<file path="config.mk">
export PLATFORM = sky130hd
export DESIGN_NAME = biod_core
export DESIGN_NICKNAME = d
export VERILOG_FILES = /design/src/design/biod_pkg.sv /design/src/design/biod_regfile.sv /design/src/design/biod_core.sv
export VERILOG_INCLUDE_DIRS = /design/src /design/src/design
export SDC_FILE = /design/constraint.sdc
export NUM_CORES = 1
export LEC_CHECK = 0
export ABC_AREA = 1
export BUFFER_PORTS_ARGS = -buffer_cell sky130_fd_sc_hd__buf_2
export CORE_UTILIZATION = 41
export CTS_BUF_LIST = sky130_fd_sc_hd__clkbuf_16
export DETAILED_ROUTE_END_ITERATION = 7
export PLACE_DENSITY = 0.61
export SKIP_LAST_GASP = 1
export SYNTH_ARGS = -nofsm -noshare
export SYNTH_HDL_FRONTEND = slang
export SYNTH_SLANG_ARGS = --single-unit
</file>
<file path="constraint.sdc">
create_clock -name ref_clk -period 9.97 [get_ports ref_clk]
set_input_delay 0.4985 -clock ref_clk [delete_from_list [all_inputs] [get_ports ref_clk]]
set_output_delay 0.4985 -clock ref_clk [all_outputs]
set_load 0.005 [all_outputs]
</file>
<file path="src/design/biod_defines.svh">
// constants for the branch, increment and OR decode block
`ifndef BIOD_DEFINES_SVH
`define BIOD_DEFINES_SVH

// =====================================================================
// instruction word fields
`define BIOD_WORD_W        14
`define BIOD_PC_W          13
`define BIOD_BRANCH_OP     3'h5
`define BIOD_BRANCH_OP_HI  13
`define BIOD_BRANCH_OP_LO  11
`define BIOD_BRANCH_K_HI   10
`define BIOD_REG_OP_HI     13
`define BIOD_REG_OP_LO     8
`define BIOD_OP_INC        6'h0A
`define BIOD_OP_INCSKIP    6'h0F
`define BIOD_OP_OR         6'h04
`define BIOD_DEST_BIT      7
`define BIOD_ADDR_HI       6
`define BIOD_LATCH_HI      4
`define BIOD_LATCH_LO      3

// =====================================================================
// reset values
`define BIOD_PC_RESET      13'h0000
`define BIOD_ACC_RESET     8'h00

`endif

</file>
<file path="src/design/biod_pkg.sv">
// types shared by the branch, increment and OR decode block
package biod_pkg;

    typedef enum logic [1:0] {
        BIOD_RUN,
        BIOD_FLUSH
    } biod_state_t;

    // write port into the data register memory
    typedef struct packed {
        logic       en;
        logic [6:0] addr;
        logic [7:0] data;
    } biod_wr_t;

    // zero flag update toward the status register
    typedef struct packed {
        logic       en;
        logic       value;
    } biod_zero_t;

endpackage

</file>
<file path="src/design/biod_regfile.sv">
// small data register memory with registered read data
`timescale 1ns/1ps
`include "biod_defines.svh"

module biod_regfile
    import biod_pkg::*;
#(
    parameter int DEPTH = 128
) (
    // clock
    input  wire logic       ref_clk,
    // read port
    input  wire logic [6:0] rdAddr,
    output logic      [7:0] rdData,
    // write port
    input  wire biod_wr_t   wr
);

    logic [7:0] mem [DEPTH];

    always_ff @(posedge ref_clk) begin
        if (wr.en) begin
            mem[wr.addr] <= wr.data;
        end
        // write-through keeps back-to-back dependent words correct
        if (wr.en && wr.addr == rdAddr) begin
            rdData <= wr.data;
        end else begin
            rdData <= mem[rdAddr];
        end
    end

endmodule

</file>
<file path="src/design/biod_core.sv">
// decode and execute of branch, increment, increment-skip and OR words
`timescale 1ns/1ps
`include "biod_defines.svh"

// Contract
// - branch copies 11-bit immediate into program counter bits 10..0.
// - branch takes counter bits 12..11 from upper latch bits 4..3.
// - branch takes two cycles, one word, leaves all flags unchanged.
// - target bit 0 writes accumulator, 1 writes addressed data register.
// - increment adds one to register, routes sum, updates zero flag.
// - increment-skip adds one, stores sum, discards fetched word if zero, no flags.
// - a skip executes a no-operation instead, making two cycles.
// - OR combines accumulator and register, routes result, updates zero flag.

module biod_core
    import biod_pkg::*;
#(
    parameter int ADDR_W = 7
) (
    // clock and reset
    input  wire logic                    ref_clk,
    input  wire logic                    rst_b,
    // instruction stream
    input  wire logic                    instrValid,
    input  wire logic [`BIOD_WORD_W-1:0] instrWord,
    input  wire logic [7:0]              upper_branch_latch,
    // data register side port
    input  wire biod_wr_t                extWr,
    // state shown outward
    output logic [`BIOD_PC_W-1:0]        program_counter,
    output logic [7:0]                   accumulator,
    output biod_zero_t                   zeroUpd,
    output logic                         discard,
    output logic                         busy
);

    // =================================================================
    // decode helpers
    function automatic logic is_branch(input logic [`BIOD_WORD_W-1:0] w);
        return w[`BIOD_BRANCH_OP_HI:`BIOD_BRANCH_OP_LO] == `BIOD_BRANCH_OP;
    endfunction

    function automatic logic is_reg_op(input logic [`BIOD_WORD_W-1:0] w,
                                       input logic [5:0]              op);
        return w[`BIOD_REG_OP_HI:`BIOD_REG_OP_LO] == op;
    endfunction

    function automatic logic is_zero(input logic [7:0] v);
        return v == 8'h00;
    endfunction

    // =================================================================
    // state
    typedef struct packed {
        biod_state_t                  state;
        logic [`BIOD_PC_W-1:0]        pc;
        logic [7:0]                   acc;
        logic                         zeroEn;
        logic                         zeroVal;
        logic                         discard;
        logic [`BIOD_WORD_W-1:0]      held;
    } biod_core_t;

    biod_core_t st;
    biod_core_t next_st;

    // operand fetch phase: word latched in RUN, executed once register read back
    logic [ADDR_W-1:0] rdAddr;
    logic [7:0]        rdData;
    biod_wr_t          coreWr;
    biod_wr_t          memWr;
    logic              execNow;
    logic [7:0]        result;
    logic [7:0]        incSum;
    logic              toReg;

    assign rdAddr = instrWord[`BIOD_ADDR_HI:0];
    assign memWr  = coreWr.en ? coreWr : extWr;
    assign incSum = rdData + 8'h01;
    assign toReg  = st.held[`BIOD_DEST_BIT];

    // =================================================================
    // decode of the incoming word and of the held word
    logic inBranch;
    logic inInc;
    logic inSkip;
    logic inOr;
    logic inRegOp;
    logic heldInc;
    logic heldSkip;
    logic heldOr;
    logic heldAny;

    assign inBranch = is_branch(instrWord);
    assign inInc    = is_reg_op(instrWord, `BIOD_OP_INC);
    assign inSkip   = is_reg_op(instrWord, `BIOD_OP_INCSKIP);
    assign inOr     = is_reg_op(instrWord, `BIOD_OP_OR);
    assign inRegOp  = inInc || inSkip || inOr;

    // held is cleared to zero when idle, and no register word decodes as zero
    assign heldInc  = is_reg_op(st.held, `BIOD_OP_INC);
    assign heldSkip = is_reg_op(st.held, `BIOD_OP_INCSKIP);
    assign heldOr   = is_reg_op(st.held, `BIOD_OP_OR);
    assign heldAny  = heldInc || heldSkip || heldOr;

    biod_regfile #(
        .DEPTH (1 << ADDR_W)
    ) biod_regfile_i (
        .ref_clk (ref_clk),
        .rdAddr  (rdAddr),
        .rdData  (rdData),
        .wr      (memWr)
    );

    // =================================================================
    // next state
    always_comb begin
        next_st         = st;
        next_st.zeroEn  = 1'b0;
        next_st.discard = 1'b0;
        next_st.held    = '0;
        coreWr          = '0;
        result          = 8'h00;
        execNow         = 1'b0;
        case (st.state)
            BIOD_RUN: begin
                if (heldAny) begin
                    execNow    = 1'b1;
                    next_st.pc = st.pc + `BIOD_PC_W'(1);
                    if (heldInc) begin
                        result = incSum;
                        next_st.zeroEn  = 1'b1;
                        next_st.zeroVal = is_zero(result);
                    end else if (heldSkip) begin
                        result = incSum;
                        if (is_zero(result)) begin
                            // counter steps over the dropped word here, so the
                            // flush cycle never depends on what the bus shows
                            next_st.pc      = st.pc + `BIOD_PC_W'(2);
                            next_st.discard = 1'b1;
                            next_st.state   = BIOD_FLUSH;
                        end
                    end else begin
                        result = st.acc | rdData;
                        next_st.zeroEn  = 1'b1;
                        next_st.zeroVal = is_zero(result);
                    end
                    // target bit picks accumulator or register
                    if (toReg) begin
                        coreWr.en   = 1'b1;
                        coreWr.addr = st.held[`BIOD_ADDR_HI:0];
                        coreWr.data = result;
                    end else begin
                        next_st.acc = result;
                    end
                end
                if (instrValid && next_st.state == BIOD_RUN) begin
                    if (inBranch) begin
                        // branch leaves flags alone; the flush cycle is its second
                        next_st.pc = {upper_branch_latch[`BIOD_LATCH_HI:`BIOD_LATCH_LO],
                                      instrWord[`BIOD_BRANCH_K_HI:0]};
                        next_st.discard = 1'b1;
                        next_st.state   = BIOD_FLUSH;
                    end else if (inRegOp) begin
                        next_st.held = instrWord;
                    end else begin
                        // words outside this block just advance the counter
                        next_st.pc = next_st.pc + `BIOD_PC_W'(1);
                    end
                end
            end
            BIOD_FLUSH: begin
                // no-operation slot in place of the prefetched word
                next_st.state = BIOD_RUN;
            end
            default: begin
                next_st.state = BIOD_RUN;
            end
        endcase
    end

    always_ff @(posedge ref_clk) begin
        if (!rst_b) begin
            st.state   <= BIOD_RUN;
            st.pc      <= `BIOD_PC_RESET;
            st.acc     <= `BIOD_ACC_RESET;
            st.zeroEn  <= 1'b0;
            st.zeroVal <= 1'b0;
            st.discard <= 1'b0;
            st.held    <= '0;
        end else begin
            st <= next_st;
        end
    end

    // =================================================================
    // outputs
    assign program_counter = st.pc;
    assign accumulator     = st.acc;
    assign zeroUpd.en      = st.zeroEn;
    assign zeroUpd.value   = st.zeroVal;
    assign discard         = st.discard;
    assign busy            = (st.state == BIOD_FLUSH) || execNow;

endmodule

</file>
==> impl_metrics.ini <==
[global_route]
antenna_found_initial = 1
gr-total-overflow = 0
grt_pass1_vias = 27900
grt_pass1_wl_microns = 176000
grt_max_degree = 208
track_usage_pct = 20.6

[yosys]
syn_area_sq_um = 45500
synthFlopType = edfxtp_1
yosysWarnings = 0
synth_area_leaders = edfxtp_1 68%, nand2_1 10%, nand3_1 9.7%
yosysTopAreaCellShare_pct = 67.5
yosysSeqAreaShare_pct = 69.6
synth_seq_cells = 1071
synthCells = 4111
synth_simple_gate_area_share_pct = 22.6
synthAdderAreaFrac_pct = 0.110
syn_area_per_cell_sq_um = 11.1
synth.distinct_cells = 46
synth_xor_area_share_pct = 0.308
synth_top_family_by_area = simple AND/OR/NAND/NOR gates
synth-edff-count = 1024
synth_area_leader_cell = edfxtp_1
synth-compound-area-share_pct = 2.72
async_flop_share_pct = 0
synthMuxAreaShare_pct = 0.154

[floorplan]
core_area_sq_um = 109000
num_io_pins = 66
die_w_microns = 335
initial_core_util_pct = 41.6
rows = 121
dieArea_sq_um = 112000
die_h_microns = 335

[clock_network]
cts_root_buf = clkbuf_16
cts_max_level = 3
post_cts_buffers = 0
path_clk_slew_ps = 60
cts_max_path_buffers = 3
ctsResizeCount = 0
clk_latency_ps = 690
cts_buffers = 107
cts_hold_buf = 7
clock_sinks = 1071
cts_tree = built

[route]
routed-via-count = 30200
wl_per_cell_microns = 20.9
drc = 0
wl_microns = 117000
drt_iter0_markers = 3251
antenna_left = 0
dr.pass1.iters = 6
via_per_inst = 5.38

[sta]
setup_violations = 0
hold_viol = 0
finClkSkew_ps = 32.4
maxSlewHeadroom_pct = 23.8
tightest_slew_ps = 1140
max_freq_mhz = 156
timing.final.ws_setup_ps = 3550
finalCritPeriodShare_pct = 64.4
fin_setup_tns_ps = 0
final_max_slew_viol_count = 0
rsz0062_at_grt = no
final.min_clock_period_ps = 6420

[worst_hold_path]
hold_class = primary input to register

[setup_path]
cp_max_fo = 26
cp.arrival_ps = 6710
critPathMaxStageDelay_ps = 860
end_kind = register
crit_chain = nor2_1 > nand3_1 > nor3_2 > buf_4 > inv_1 > nand2_1 > inv_1 > nand2_1 > nand2_1 > nor2_1 > inv_1 > nand2_1 > inv_1 > a21oi_1 > inv_1 > nor2_1 > nand2_1 > nor2_1
slowest_stage = nor2_1
worstSetupPathType = register to register
required_ps = 10260
critPathLaunchType = register

[pwr]
ir_drop_v = 0.000130
power.leakage_nw = 17.8
power_density_nw_per_um2 = 187

[place]
place_congestion = 0.860
dp_hpwl_microns = 65300
place_ws_ps = 3650
numPortBuffers = 59

[finish]
final_common_cell = nand2_1
utilization_pct = 45.5
drive_gt1_share_pct = 6.97
num-nets-final = 4104
layout_common_cells = 1222 x nand2_1, 1024 x edfxtp_1, 881 x nand3_1, 255 x nor2_1, 118 x inv_1
antennaDiodeCount = 0
syn_to_final_growth_pct = 9.40

[flow_run]
cap_violations = 0

[status]
status = complete, no violations
==> power breakdown <==
| group | switching (mW) | internal [mW] |
|---|---|---|
| clock | 1.68 | 2.07 |
| combinational | 0.474 | 0.149 |
| sequential | 0.0187 | 4.94 |
==> per-stage QoR <==
step	power, mW	cells	hold slack, ps	cell area, sq um
3_5_place_dp	5.67	5419	460	46500
5_1_grt	9.59	5621	68.5	49800
6_report	9.33	5621	74.6	49800
3_3_place_gp	5.66	5419	458	46500
4_1_cts	9.37	5621	40.3	49800
2_1_floorplan	5.46	4113	446	45600
==> logic make-up (layout without fill, tap and decap cells) <==
| kind of cell | Yosys count | after routing |
|---|---|---|
| AOI/OAI and AO/OA | 221 | 221 |
| and+or+nand+nor | 2406 | 2406 |
| muxes | 7 | 7 |
| other | 1 | 3 |
| adders and majority gates | 4 | 4 |
| buffers and inverters | 385 | 417 |
| xor gates and xnor gates | 16 | 16 |
| DFF | 1071 | 1071 |
==> synth_stat cells (all sizes together) (2+ instances only) <==
library cell and instances:
o21ai 123, o22ai 35, or2 4, a31oi 2, nand3 885, mux2i 7, buf 221, clkbuf 50
a21oi 40, o21bai 5, nor3 13, edfxtp 1024, nand4 8, dfxtp 47, o211ai 5, inv 112
ha 4, o221ai 2, xor2 16, nand2 1231, a211oi 4, nor2 263, clkinv 2
==> registers in the layout, indices dropped and copies added (netlist names), named ones only <==
signal              flops
biod_regfile_i.mem   1024
st                     16
program_counter        13
accumulator             8
zeroUpd                 2
discard                 1
==> critical path: cells and delay by family, from the launching register on <==
kind                   cells  cell delay, ps
AOI/OAI and AO/OA          1             270
DFF                        1             310
and+or+nand+nor           11            4240
buffers and inverters      6            1180
==> path summary, 6_finish.rpt <==
check                                   from                       end  slack, ps  cells after the start
worst max-delay path                  st[13]  biod_regfile_i.mem[8][0]       3550                     18
worst min-delay path            instrWord[7]                     st[7]         70                      3
worst max register to register        st[13]  biod_regfile_i.mem[8][0]       3550                     18
worst min register to register    zeroUpd[0]                zeroUpd[0]        470                      2
==> metal layers <==
metal  vias up  routed length, microns  global-route usage, %
met1     14600                   51000                   29.9
met5         -                      10                      0
met2      1130                   55200                   32.4
met4         2                    2930                   5.49
met3       191                    8220                   2.86
li1      14300                       -                      -
==> area by class of cell <==
type / instances / area (sq um)
Clock inverter: 86 / 502
Clock buffer: 109 / 2730
Inverter: 114 / 469
Timing Repair Buffer: 108 / 743
Multi-Input combinational cell: 2657 / 11800
Fill cell: 9848 / 59600
Sequential cell: 1071 / 31700
Tap cell: 1476 / 1850
Power figures use the tool's default switching activity.
